==> src/common/ofd_pkg.sv <==
// Purpose: Shared constants and types of the opcode field decoder.
// Assumes: 16-bit instruction words, 32-bit APB data, 12-bit APB byte addresses.
// Notes:   Register offsets are byte addresses, one aligned word each.
package ofd_pkg;

	// ====================================================================
	// Register map.
	localparam logic [11:0] OFS_BANK   = 12'h000;
	localparam logic [11:0] OFS_TPTR   = 12'h004;
	localparam logic [11:0] OFS_ADDR   = 12'h008;
	localparam logic [11:0] OFS_LIT    = 12'h00C;
	localparam logic [11:0] OFS_TARGET = 12'h010;
	localparam logic [11:0] OFS_MOVE   = 12'h014;
	localparam logic [11:0] OFS_OFFS   = 12'h018;
	localparam logic [11:0] OFS_STAT   = 12'h01C;

	// ====================================================================
	// Readback field positions (least significant bit of each field).
	localparam int RB_ADDR_LO  = 0;
	localparam int RB_BIT_LO   = 12;
	localparam int RB_DEST     = 15;
	localparam int RB_PSEL_LO  = 16;
	localparam int RB_FAST     = 18;
	localparam int RB_MODE_LO  = 19;
	localparam int RB_NOP      = 21;
	localparam int RB_REL      = 22;
	localparam int RB_DST_LO   = 16;
	localparam int RB_DOFF_LO  = 8;

	// ====================================================================
	// Instruction word field positions.
	localparam int POS_ACC     = 8;
	localparam int POS_DEST    = 9;
	localparam int POS_BIT_LO  = 9;
	localparam int POS_PSEL_LO = 4;
	localparam int POS_FAST    = 0;
	localparam int POS_CALL_FAST = 8; // Call keeps its fast bit above the low literal byte.
	localparam int POS_STEP_LO = 0;
	localparam int POS_TAG_LO  = 12;
	localparam logic [3:0] SECOND_TAG = 4'hF;

	// ====================================================================
	// Reset values and access RAM split.
	localparam logic [3:0]  RST_BANK       = 4'h0;
	localparam logic [20:0] RST_TPTR       = 21'h000000;
	localparam logic [7:0]  ACCESS_SPLIT   = 8'h60;
	localparam logic [3:0]  ACCESS_LO_BANK = 4'h0;
	localparam logic [3:0]  ACCESS_HI_BANK = 4'hF;

	// Instruction classes announced by the fetch unit.
	typedef enum logic [3:0] {
		CLS_BYTE   = 4'h0,
		CLS_BIT    = 4'h1,
		CLS_LIT    = 4'h2,
		CLS_LFSR   = 4'h3,
		CLS_MOVFF  = 4'h4,
		CLS_MOVSS  = 4'h5,
		CLS_TABLE  = 4'h6,
		CLS_CALL   = 4'h7,
		CLS_RETURN = 4'h8,
		CLS_GOTO   = 4'h9,
		CLS_BRA    = 4'hA,
		CLS_BCOND  = 4'hB
	} ofd_cls_t;

	// Table pointer step modes.
	typedef enum logic [1:0] {
		TS_NONE     = 2'h0,
		TS_POST_INC = 2'h1,
		TS_POST_DEC = 2'h2,
		TS_PRE_INC  = 2'h3
	} ofd_step_t;

	// Fetch sequencer states.
	typedef enum logic [1:0] {
		ST_FIRST  = 2'b01,
		ST_SECOND = 2'b10
	} ofd_state_t;

	// Decoded operand fields.
	typedef struct packed {
		logic [11:0] data_addr;
		logic [2:0]  bit_pos;
		logic        dest_file;
		logic [1:0]  ptr_select;
		logic [19:0] lit;
		logic [20:0] target;
		logic        target_rel;
		logic        fast;
		logic [11:0] src_addr;
		logic [11:0] dst_addr;
		logic [6:0]  src_off;
		logic [6:0]  dst_off;
		ofd_step_t   mode;
		logic        nop;
	} ofd_dec_t;

endpackage

==> src/common/ofd_fields_if.sv <==
// Purpose: Carries instruction words to the field unit and decoded fields back.
// Assumes: Purely combinational path inside one clock domain.
// Notes:   The sequencer drives words and class; the field unit drives dec.
`timescale 1ns/1ps
interface ofd_fields_if
	import ofd_pkg::*;
	();
	logic [15:0] word1;
	logic [15:0] word2;
	logic [3:0]  bank;
	ofd_cls_t    cls;
	ofd_dec_t    dec;

	modport req (output word1, word2, bank, cls, input dec);
	modport fld (input word1, word2, bank, cls, output dec);
endinterface

==> src/hw/ofd_field_unit.sv <==
// Purpose: Extracts operand fields from one or two instruction words.
// Assumes: Class comes from fetch; opcode bit patterns are not checked here.
// Notes:   Data address and bit position are formed from word 1 for every class; other fields only for their class.
`timescale 1ns/1ps
module ofd_field_unit
	import ofd_pkg::*;
(
	ofd_fields_if.fld f
);

	// ====================================================================
	// Field extraction.
	logic [7:0] f8;

	// Splits the words into fields and forms the data address and targets.
	always_comb begin
		f8 = f.word1[7:0];
		f.dec = '0;
		f.dec.bit_pos = f.word1[POS_BIT_LO +: 3];
		if (f.word1[POS_ACC]) begin
			f.dec.data_addr = {f.bank, f8};
		end else if (f8 < ACCESS_SPLIT) begin
			f.dec.data_addr = {ACCESS_LO_BANK, f8};
		end else begin
			f.dec.data_addr = {ACCESS_HI_BANK, f8};
		end
		case (f.cls)
			CLS_BYTE: begin
				f.dec.dest_file = f.word1[POS_DEST];
			end
			CLS_LIT: begin
				f.dec.lit = {12'h000, f8};
			end
			CLS_LFSR: begin
				f.dec.ptr_select = f.word1[POS_PSEL_LO +: 2];
				f.dec.lit = {8'h00, f.word1[3:0], f.word2[7:0]};
			end
			CLS_MOVFF: begin
				f.dec.src_addr = f.word1[11:0];
				f.dec.dst_addr = f.word2[11:0];
			end
			CLS_MOVSS: begin
				f.dec.src_off = f.word1[6:0];
				f.dec.dst_off = f.word2[6:0];
			end
			CLS_TABLE: begin
				f.dec.mode = ofd_step_t'(f.word1[POS_STEP_LO +: 2]);
			end
			CLS_RETURN: begin
				f.dec.fast = f.word1[POS_FAST];
			end
			CLS_CALL, CLS_GOTO: begin
				f.dec.fast = (f.cls == CLS_CALL) & f.word1[POS_CALL_FAST];
				f.dec.lit = {f.word2[11:0], f8};
				f.dec.target = {f.word2[11:0], f8, 1'b0};
			end
			CLS_BRA: begin
				f.dec.target = {{10{f.word1[10]}}, f.word1[10:0]};
				f.dec.target_rel = 1'b1;
			end
			CLS_BCOND: begin
				f.dec.target = {{13{f8[7]}}, f8};
				f.dec.target_rel = 1'b1;
			end
			default: begin
				f.dec.dest_file = 1'b0; // Bit class needs only address and position.
			end
		endcase
	end

endmodule

==> src/hw/ofd_table_ptr.sv <==
// Purpose: Holds the program table pointer and steps it on table accesses.
// Assumes: A software write and a step in the same cycle: the write wins.
// Notes:   Access address and strobe are registered with the step.
`timescale 1ns/1ps
module ofd_table_ptr
	import ofd_pkg::*;
(
	input  wire logic        clk,
	input  wire logic        rstn,
	input  wire logic        wr_en,
	input  wire logic [20:0] wr_data,
	input  wire logic        step_en,
	input  wire ofd_step_t   mode,
	output logic      [20:0] ptr,
	output logic      [20:0] acc_addr,
	output logic             acc_strobe
);

	// ====================================================================
	// Pointer update.
	logic [20:0] ptr_q, ptr_d, acc_q, acc_d;
	logic        stb_q, stb_d;

	// Computes the access address and the pointer after the step.
	always_comb begin
		ptr_d = ptr_q;
		acc_d = acc_q;
		stb_d = step_en;
		if (step_en) begin
			acc_d = (mode == TS_PRE_INC) ? ptr_q + 21'h000001 : ptr_q;
			case (mode)
				TS_POST_INC: ptr_d = ptr_q + 21'h000001;
				TS_POST_DEC: ptr_d = ptr_q - 21'h000001;
				TS_PRE_INC:  ptr_d = ptr_q + 21'h000001;
				default:     ptr_d = ptr_q;
			endcase
		end
		if (wr_en) begin
			ptr_d = wr_data;
		end
	end

	// Registers the pointer state.
	always_ff @(posedge clk or negedge rstn) begin
		if (!rstn) begin
			ptr_q <= RST_TPTR;
			acc_q <= RST_TPTR;
			stb_q <= 1'b0;
		end else begin
			ptr_q <= ptr_d;
			acc_q <= acc_d;
			stb_q <= stb_d;
		end
	end

	assign ptr        = ptr_q;
	assign acc_addr   = acc_q;
	assign acc_strobe = stb_q;
endmodule

==> src/hw/ofd_decoder.sv <==
// Purpose: Operand field decoder between instruction fetch and the datapath.
// Assumes: Fetch presents one word per valid cycle with its class; APB on clk.
// Notes:   Decoded fields appear one cycle after the last word is taken.
// Notes on behaviour
// - With the access bit clear the address lies in access RAM and the bank is unused.
// - With the access bit set the address is the bank register joined to the 8-bit field.
// - Bit instructions carry a three-bit position selecting bit 0 to 7.
// - A clear destination bit targets the accumulator, a set one the file register.
// - The file field is an 8-bit address or, for pointer loads, a 2-bit pointer select.
// - The two-word move takes a 12-bit source address from its first word.
// - The two-word move takes a 12-bit destination address from its second word.
// - Table accesses step the pointer not at all, after by +1 or -1, or before by +1.
// - The fast bit on call and return selects shadow register transfer.
// - A 21-bit table pointer addresses program memory.
// - Literals are 8, 12 or 20 bits wide depending on the instruction.
// - Branch fields are signed offsets for relative branches, absolute for call and goto.
// - Don't-care bits have no effect; encoders should leave them zero.
// - A 7-bit offset indexes the source location indirectly.
// - A 7-bit offset indexes the destination location indirectly.
// - A second word fetched on its own, top four bits ones, decodes as a no-operation.
`timescale 1ns/1ps
module ofd_decoder
	import ofd_pkg::*;
(
	input  wire logic        clk,
	input  wire logic        rstn,
	input  wire logic        psel,
	input  wire logic        penable,
	input  wire logic        pwrite,
	input  wire logic [11:0] paddr,
	input  wire logic [31:0] pwdata,
	output logic      [31:0] prdata,
	output logic             pready,
	output logic             pslverr,
	input  wire logic        ins_valid,
	input  wire logic [15:0] ins_word,
	input  wire ofd_cls_t    ins_class,
	output logic             dec_valid,
	output logic      [11:0] dec_data_addr,
	output logic      [2:0]  dec_bit_pos,
	output logic             dec_dest_file,
	output logic      [1:0]  dec_ptr_select,
	output logic      [19:0] dec_literal,
	output logic      [20:0] dec_target,
	output logic             dec_target_rel,
	output logic             dec_fast,
	output logic      [11:0] dec_src_addr,
	output logic      [11:0] dec_dst_addr,
	output logic      [6:0]  dec_src_off,
	output logic      [6:0]  dec_dst_off,
	output logic             dec_nop,
	output logic      [20:0] tbl_addr,
	output logic             tbl_strobe
);

	// ====================================================================
	// Fetch sequencer.
	ofd_fields_if fx ();
	ofd_state_t   st_q, st_d;
	logic [15:0]  word1_q, word1_d;
	ofd_cls_t     cls_q, cls_d;
	ofd_dec_t     dec_q, dec_d;
	logic         dval_q, dval_d;
	logic [3:0]   bank_q, bank_d;
	logic         stray, two_word, step_en;

	assign stray    = ins_word[POS_TAG_LO +: 4] == SECOND_TAG;
	assign two_word = (ins_class == CLS_MOVFF) || (ins_class == CLS_MOVSS) ||
	                  (ins_class == CLS_LFSR)  || (ins_class == CLS_CALL)  ||
	                  (ins_class == CLS_GOTO);

	// Feeds the field unit; in the second state the held first word is used.
	always_comb begin
		fx.bank  = bank_q;
		fx.word1 = (st_q == ST_SECOND) ? word1_q : ins_word;
		fx.word2 = (st_q == ST_SECOND) ? ins_word : 16'h0000;
		fx.cls   = (st_q == ST_SECOND) ? cls_q : ins_class;
	end

	ofd_field_unit u_fields (
		.f (fx.fld)
	);

	// Decides when a decode completes and what it publishes.
	always_comb begin
		st_d    = st_q;
		word1_d = word1_q;
		cls_d   = cls_q;
		dec_d   = dec_q;
		dval_d  = 1'b0;
		step_en = 1'b0;
		case (st_q)
			ST_FIRST: begin
				if (ins_valid && stray) begin
					dec_d     = '0;
					dec_d.nop = 1'b1;
					dval_d    = 1'b1;
				end else if (ins_valid && two_word) begin
					word1_d = ins_word;
					cls_d   = ins_class;
					st_d    = ST_SECOND;
				end else if (ins_valid) begin
					dec_d   = fx.dec;
					dval_d  = 1'b1;
					step_en = ins_class == CLS_TABLE;
				end
			end
			ST_SECOND: begin
				if (ins_valid) begin
					dec_d  = fx.dec;
					dval_d = 1'b1;
					st_d   = ST_FIRST;
				end
			end
			default: begin
				st_d = ST_FIRST;
			end
		endcase
	end

	// Registers the sequencer and the published fields.
	always_ff @(posedge clk or negedge rstn) begin
		if (!rstn) begin
			st_q    <= ST_FIRST;
			word1_q <= 16'h0000;
			cls_q   <= CLS_BYTE;
			dec_q   <= '0;
			dval_q  <= 1'b0;
		end else begin
			st_q    <= st_d;
			word1_q <= word1_d;
			cls_q   <= cls_d;
			dec_q   <= dec_d;
			dval_q  <= dval_d;
		end
	end

	// ====================================================================
	// Table pointer.
	logic        tbl_wr;
	logic [20:0] tbl_ptr;

	ofd_table_ptr u_tbl (
		.clk        (clk),
		.rstn       (rstn),
		.wr_en      (tbl_wr),
		.wr_data    (pwdata[20:0]),
		.step_en    (step_en),
		.mode       (fx.dec.mode),
		.ptr        (tbl_ptr),
		.acc_addr   (tbl_addr),
		.acc_strobe (tbl_strobe)
	);

	// ====================================================================
	// APB slave, one wait state on every access.
	logic        ready_q, ready_d, err_q, err_d, acc_ph, done, mapped;
	logic [31:0] rdata_q, rdata_d, rmux;

	assign acc_ph = psel && penable;
	assign done   = acc_ph && ready_q;
	assign tbl_wr = done && pwrite && (paddr == OFS_TPTR);

	// Selects read data and flags unmapped addresses.
	always_comb begin
		rmux   = 32'h00000000;
		mapped = 1'b1;
		case (paddr)
			OFS_BANK:   rmux[3:0] = bank_q;
			OFS_TPTR:   rmux[20:0] = tbl_ptr;
			OFS_ADDR: begin
				rmux[RB_ADDR_LO +: 12] = dec_q.data_addr;
				rmux[RB_BIT_LO +: 3]   = dec_q.bit_pos;
				rmux[RB_DEST]          = dec_q.dest_file;
				rmux[RB_PSEL_LO +: 2]  = dec_q.ptr_select;
				rmux[RB_FAST]          = dec_q.fast;
				rmux[RB_MODE_LO +: 2]  = dec_q.mode;
				rmux[RB_NOP]           = dec_q.nop;
				rmux[RB_REL]           = dec_q.target_rel;
			end
			OFS_LIT:    rmux[19:0] = dec_q.lit;
			OFS_TARGET: rmux[20:0] = dec_q.target;
			OFS_MOVE: begin
				rmux[11:0]              = dec_q.src_addr;
				rmux[RB_DST_LO +: 12]   = dec_q.dst_addr;
			end
			OFS_OFFS: begin
				rmux[6:0]               = dec_q.src_off;
				rmux[RB_DOFF_LO +: 7]   = dec_q.dst_off;
			end
			OFS_STAT:   rmux[1:0] = st_q;
			default:    mapped = 1'b0;
		endcase
	end

	// Answers in the second access cycle; writes land at that edge.
	always_comb begin
		ready_d = acc_ph && !ready_q;
		rdata_d = rdata_q;
		err_d   = err_q;
		bank_d  = bank_q;
		if (acc_ph && !ready_q) begin
			rdata_d = pwrite ? 32'h00000000 : rmux;
			err_d   = !mapped;
		end
		if (done && pwrite && paddr == OFS_BANK) begin
			bank_d = pwdata[3:0];
		end
	end

	// Registers the bus answer and the bank register.
	always_ff @(posedge clk or negedge rstn) begin
		if (!rstn) begin
			ready_q <= 1'b0;
			err_q   <= 1'b0;
			rdata_q <= 32'h00000000;
			bank_q  <= RST_BANK;
		end else begin
			ready_q <= ready_d;
			err_q   <= err_d;
			rdata_q <= rdata_d;
			bank_q  <= bank_d;
		end
	end

	// Outputs straight from the registers.
	assign prdata         = rdata_q;
	assign pready         = ready_q;
	assign pslverr        = err_q;
	assign dec_valid      = dval_q;
	assign dec_data_addr  = dec_q.data_addr;
	assign dec_bit_pos    = dec_q.bit_pos;
	assign dec_dest_file  = dec_q.dest_file;
	assign dec_ptr_select = dec_q.ptr_select;
	assign dec_literal    = dec_q.lit;
	assign dec_target     = dec_q.target;
	assign dec_target_rel = dec_q.target_rel;
	assign dec_fast       = dec_q.fast;
	assign dec_src_addr   = dec_q.src_addr;
	assign dec_dst_addr   = dec_q.dst_addr;
	assign dec_src_off    = dec_q.src_off;
	assign dec_dst_off    = dec_q.dst_off;
	assign dec_nop        = dec_q.nop;
endmodule

==> config.mk <==
export PLATFORM = sky130hd
export DESIGN_NAME = ofd_decoder
export DESIGN_NICKNAME = d
export VERILOG_FILES = /design/src/common/ofd_pkg.sv /design/src/common/ofd_fields_if.sv /design/src/hw/ofd_field_unit.sv /design/src/hw/ofd_table_ptr.sv /design/src/hw/ofd_decoder.sv
export SDC_FILE = /design/constraint.sdc
export NUM_CORES = 1
export LEC_CHECK = 0
export BUFFER_PORTS_ARGS = -buffer_cell sky130_fd_sc_hd__buf_2
export CAP_MARGIN = 0
export CORE_MARGIN = 2
export CORE_UTILIZATION = 55
export DETAILED_ROUTE_END_ITERATION = 10
export PLACE_DENSITY = 0.89
export SLEW_MARGIN = 20
export SYNTH_ARGS = -nofsm -noshare
export SYNTH_HDL_FRONTEND = slang
export SYNTH_SLANG_ARGS = --single-unit
==> constraint.sdc <==
create_clock -name clk -period 3.8 [get_ports clk]
set_clock_uncertainty 0.1 [all_clocks]
set_input_delay 0.19 -clock clk [delete_from_list [all_inputs] [get_ports clk]]
set_output_delay 0.19 -clock clk [all_outputs]
set_load 0.01 [all_outputs]
**Word level (Yosys, flattened, before mapping)**

Cells that the tools add are included.

- Bits in read-only memories: 0
- Latch bits: 0
- Output and inout bits: 157
- Memory bits (writable): 0
- Memories: 0
- Input port bits: 70
- Bits in registers: 202

- Reductions and logical operators: 27
- Divide/modulo/power cells: 0
- Multiply operators: 0
- $add $sub $neg: 2
- Mux-type cells: 47
- Equal/unequal tests: 33
- Shift-type cells: 0
- Bitwise gates (word level): 2
- Order comparisons: 1

Operators by type and width:

| kind | number |
|---|---|
| $mux 102 | 3 |
| $pmux 102 s2 | 1 |
| $mux 21 | 3 |
| $pmux 21 s3 | 1 |
| $pmux 20 s3 | 1 |
| $eq 12x5->1 const B | 4 |
| $mux 12 | 4 |
| $pmux 21 s2 | 1 |
| $eq 4x3->1 const B | 8 |
| $mux 28 | 1 |
| $eq 12x4->1 const B | 2 |
| $eq 4x4->1 const B | 6 |
| $mux 24 | 1 |
| $pmux 4 s6 | 1 |
| $add 21x1->21 const B | 1 |
| $sub 21x1->21 const B | 1 |
| $pmux 4 s5 | 1 |
| $pmux 3 s6 | 1 |
| $pmux 2 s8 | 1 |
| $pmux 3 s5 | 1 |
| $mux 14 | 1 |
| $pmux 2 s7 | 1 |
| $eq 12x3->1 const B | 1 |
| $eq 4x2->1 const B | 3 |
| other kinds (26) | 63 |

**Longest topological paths before layout**

- Depth after elaboration: 11
- Gate-level depth with buffers: 12

**Cells and area by module**

Synthesis repeated with hierarchy kept, for this count alone.

- Cells, all modules: 1199
- Area total of the unflattened synthesis: 12348.1 sq um

By module, submodules not included:

| module | cells an instance | area each (sq um) | seq. area each (sq um) | instances |
|---|---|---|---|---|
| ofd_decoder | 693 | 8246.7 | 3980.1 | 1 |
| ofd_table_ptr | 343 | 2935.3 | 1076.0 | 1 |
| ofd_field_unit | 163 | 1166.1 | 0.0 | 1 |

**Worst setup path after synthesis**

No wires, ideal clock.

- Kind: flip-flop to flip-flop
- From: reg st_q[0]
- To: reg u_tbl.ptr_q[9] (netlist: u_tbl.ptr[9])
- Stages on the path, launching flop included: 12
- Required time: 3623 ps
- Data arrival time: 2479 ps
- Setup slack: 1144 ps
- Setup time: 77 ps
- Period minus slack after synthesis: 2656 ps
- Buffers on the path: 3
- Path through: dfstp_2 inv_1 ha_1 buf_6 or3b_1 buf_2 a22oi_2 nand3_2 buf_6 o21bai_1 xor2_1 a21oi_1

- Cells in the longest elaborated chain, start to end: 9
- Elaborated cells on any way between the ends: 17
- Those cells by class: 6 x eq/ne; 7 x mux; 4 x reduce/logical

RTL lines:

| what | line | text |
|---|---|---|
| start, declared | ofd_decoder.sv:59 | `ofd_state_t st_q, st_d;` |
| start signal, assigned | ofd_decoder.sv:130 | `st_q <= st_d;` |
| $eq 2x2->1 | ofd_decoder.sv:75, ofd_decoder.sv:77 |  |
| $mux 4 | ofd_decoder.sv:77 | `fx.cls = (st_q == ST_SECOND) ? cls_q : ins_class;` |
| $eq 4x3->1 | ofd_field_unit.sv:27 | `case (f.cls)` |
| $mux 2 | ofd_field_unit.sv:27 |  |
| $eq 2x1->1 / $eq 2x2->1 (equally long branches) | ofd_table_ptr.sv:31 | `case (mode)` |
| $reduce_or 2->1 (no source line) | n/a |  |
| $pmux 21 s2 | ofd_table_ptr.sv:31 |  |
| $mux 21 | ofd_table_ptr.sv:29 | `if (step_en) begin` |
| $mux 21 | ofd_table_ptr.sv:38 | `if (wr_en) begin` |
| end signal, assigned | ofd_table_ptr.sv:50 | `ptr_q <= ptr_d;` |
| end, declared | ofd_table_ptr.sv:21 | `logic [20:0] ptr_q, ptr_d, acc_q, acc_d;` |

Several ways; a longest one is shown, not always the timed one. The select of a mux whose other input is x is not followed.
A chain may end at the register's enable or synchronous reset.

**Worst setup path after layout**

- From: reg st_q[0]
- To: reg u_tbl.ptr_q[11] (netlist: u_tbl.ptr[11])

The elaborated chain is that of the path after synthesis.

==> run summary <==
Status: finished clean
CP Launch Type: flip-flop
Main combinational cell family by area after synthesis: compound AO/OA/AOI/OAI gates
Worst ir drop on vdd: 0.4261 mV
Seq pwr share: 42.0%
Xor and xnor area share after synthesis: 3.068%
Worst-margin pin slew: 1.114 ns
Clk_lat worst skew: 0.44 ns
Post_cts resized: 0
N_diodes: 0
Post-synthesis mux area share: 4.878%
Required time of the critical path: 4.00 ns
Final hold vios: 0
Synthesized flop and latch total: 198
Combinational share of power: 28.5%
Fmax: 0.3064 GHz
WL/cell: 23.01 um
Clock-pin slew on the worst setup and hold paths: 0.07 ns
Crit path kind: reg2reg
Post-layout util: 63.06%
Worst Hold End: cls_q[1]
CTS H-Tree Depth: 4
Aggregate global-route resource usage: 34.06%
Top post-synthesis cells by area: dfrtp_1 (44%), buf_4 (6.9%), nand2_1 (5.6%)
TritonCTS Buffers: 17
Cell taking the most area after synthesis: dfrtp_1
Pleak: 5.697 nW
Drt initial violations: 1181
Root buffer cell: clkbuf_16
Final setup TNS: 0 ns
Port bufs: 211
Adder-Cell Fraction of Synth Area: 0.4496%
Final Max Slew Viols: 0
RSZ-0062 raised after global routing: no
Simple-gate share of the synthesized area: 16.85%
Clk buf depth: 2
Initial antenna violation count: 0
Clock share of power: 29.5%
Worst r2r src: st_q[0]
Via count: 10368
Hold depth: 2
Layout cell share with drive strength beyond 1: 26.00%
R2R cell count: 9
Final nets: 1392
MaxCap Viol Count: 0
Count of cell types in the netlist: 77
Post-synth EDFFs: 0
P&R area growth vs syn: 13.52%
Chip Height: 146.3 um
ANT nets after route: 0
Final hold slack: 0.01210 ns
Worst min path class: in2reg
Drt first pass iters: 5
Overall routed net length: 36830 um
Sequential area share after synthesis: 44.52%
Die area: 21390 um^2
DPL Wire Length: 26230 um
Ys async rst share: 100.0%
Grt total ovfl: 0
Most frequent cell after synthesis: dfrtp_1
Crit end category: flip-flop
Largest net degree at the start of global routing: 114
DRC: 0
Initial Util: 55.55%
Crit path arrival time: 3.47 ns
Max_slew headroom: 25.47%
Synth warn: 0
NetSw: 2.472 mW
Average size of a mapped cell: 9.215 um^2
Die Wd: 146.3 um
Switch share: 35.39%
Ports: 227
Clk sinks: 198
Via-to-Cell Ratio: 6.476
Worst reg2reg endpoint: u_tbl.ptr[11]
Final Cycle Share: 85.88%
Number of cell rows: 52
Core ar.: 20040 um^2
Setup-failing EPs final: 0
Vias in the first global route: 9648
Commonest cells in the netlist: dfrtp_1 (197), nand2_1 (165), buf_4 (103)
R2r setup slk: 0.54 ns
Main synth FF type: dfrtp_1
First-pass GRT wire length: 56100 um
CTS tree: yes
Pwr dens: 552.6 nW/um^2
Mapped Cells: 1208
Compound-Gate Fraction of Synth Area: 19.62%
Synth top area share: 44.28%
Min Tclk post-route: 3.263 ns
Internal power: 4.512 mW
Worst Path Max Fanout: 24
Worst Hold Launch: ins_class[1]
Cell Area, Synth: 11130 um^2
RD Place Congestion: 0.9674
-- critical path, stage by stage (launching register included) --
cell     delay (ns)
dfstp_2        0.62
inv_1          0.06
ha_2           0.33
or3b_1         0.57
a22oi_2        0.31
nand3_2        0.42
buf_4          0.35
a21oi_2        0.13
xnor2_1        0.13
a21oi_1        0.09
-- cells in the final DEF (no fill, tap or decap), types with 13 or more instances in the layout --
cell type and count:
a21oi_1 102, a221oi_1 16, a22o_1 20, a22oi_1 14, a31oi_1 18, a32oi_1 16, buf_2 210, buf_4 34
clkbuf_16 17, dfrtp_1 197, dlygate4sd3_1 29, mux2_2 34, nand2_1 165, nand3_1 47, nand4_1 13, nor2_1 78
nor3_1 13, o21ai_0 68, o31ai_1 15, xnor2_1 28
-- metrics by stage --
stage               cell area [um^2]  setup WS (ns)  std cells  power, mW
global placement               11680         0.6770       1540      4.808
finish                         12640         0.5367       1601      6.984
detailed placement             11680         0.6439       1540      4.870
floorplan                      11140          1.144       1211      4.259
global route                   12640         0.4323       1601      7.276
CTS                            12640         0.6152       1601      6.935
-- cell families (layout without fill, tap and decap cells) --
group           after synthesis  after routing
xor+xnor                     39             39
compound gates              328            328
fa+ha+maj                     4              4
other cells                   1              4
simple gates                393            393
flops                       198            198
buf+inv                     198            318
mux                          47             47
-- routing by layer --
metal / part of all wire [%] / track usage (%)
met5: 0 / 0
met4: 5.0 / 16.46
met3: 12 / 8.438
met2: 45 / 52.22
met1: 37 / 45.61
-- flip-flops by register name, indices dropped and copies added (netlist names), 4 cells and up --
signal,cells
dec_src_addr,12
dec_target,21
dec_dst_addr,12
word1_q,12
dec_literal,20
bank_q,4
u_tbl.acc_addr,21
dec_src_off,7
cls_q,4
prdata,28
dec_data_addr,12
dec_dst_off,7
u_tbl.ptr,21
-- worst max path at each step --
| stage | startpoint | to | slack (ns) | cells past startpoint |
|---|---|---|---|---|
| after global placement | st_q[0] | u_tbl.ptr[14] | 0.68 | 9 |
| after detailed placement | st_q[0] | u_tbl.ptr[13] | 0.64 | 9 |
| after CTS | st_q[0] | u_tbl.ptr[13] | 0.62 | 9 |
| final | st_q[0] | u_tbl.ptr[11] | 0.54 | 9 |
| after global routing | st_q[1] | u_tbl.acc_addr[6] | 0.43 | 8 |
| after floorplan | st_q[0] | u_tbl.ptr[9] | 1.14 | 11 |
-- power groups by stage --
stage,Combinational [mW],Clock (mW),Sequential (mW)
global route,2.15,2.16,2.97
detailed placement,1.92,0,2.95
floorplan,1.40,0,2.86
finish,1.99,2.06,2.94
global placement,1.88,0,2.93
CTS,1.96,2.07,2.91
-- repair_timing --
action / in CTS / in global routing
setup buffers: 0 / 0
hold buffers: 29 / 0
hold endpoints to repair: 148 / 0
-- area by class of cell --
cell class	count	area [um^2]
fill	1649	7402
inverter	12	45.04
clock inverter	13	225.2
sequential	198	4956
tap	270	337.8
multi-input combinational	815	5020
timing repair buffer	274	1610
clock buffer	19	442.9
Note: power is estimated with default switching activity, not from simulation.
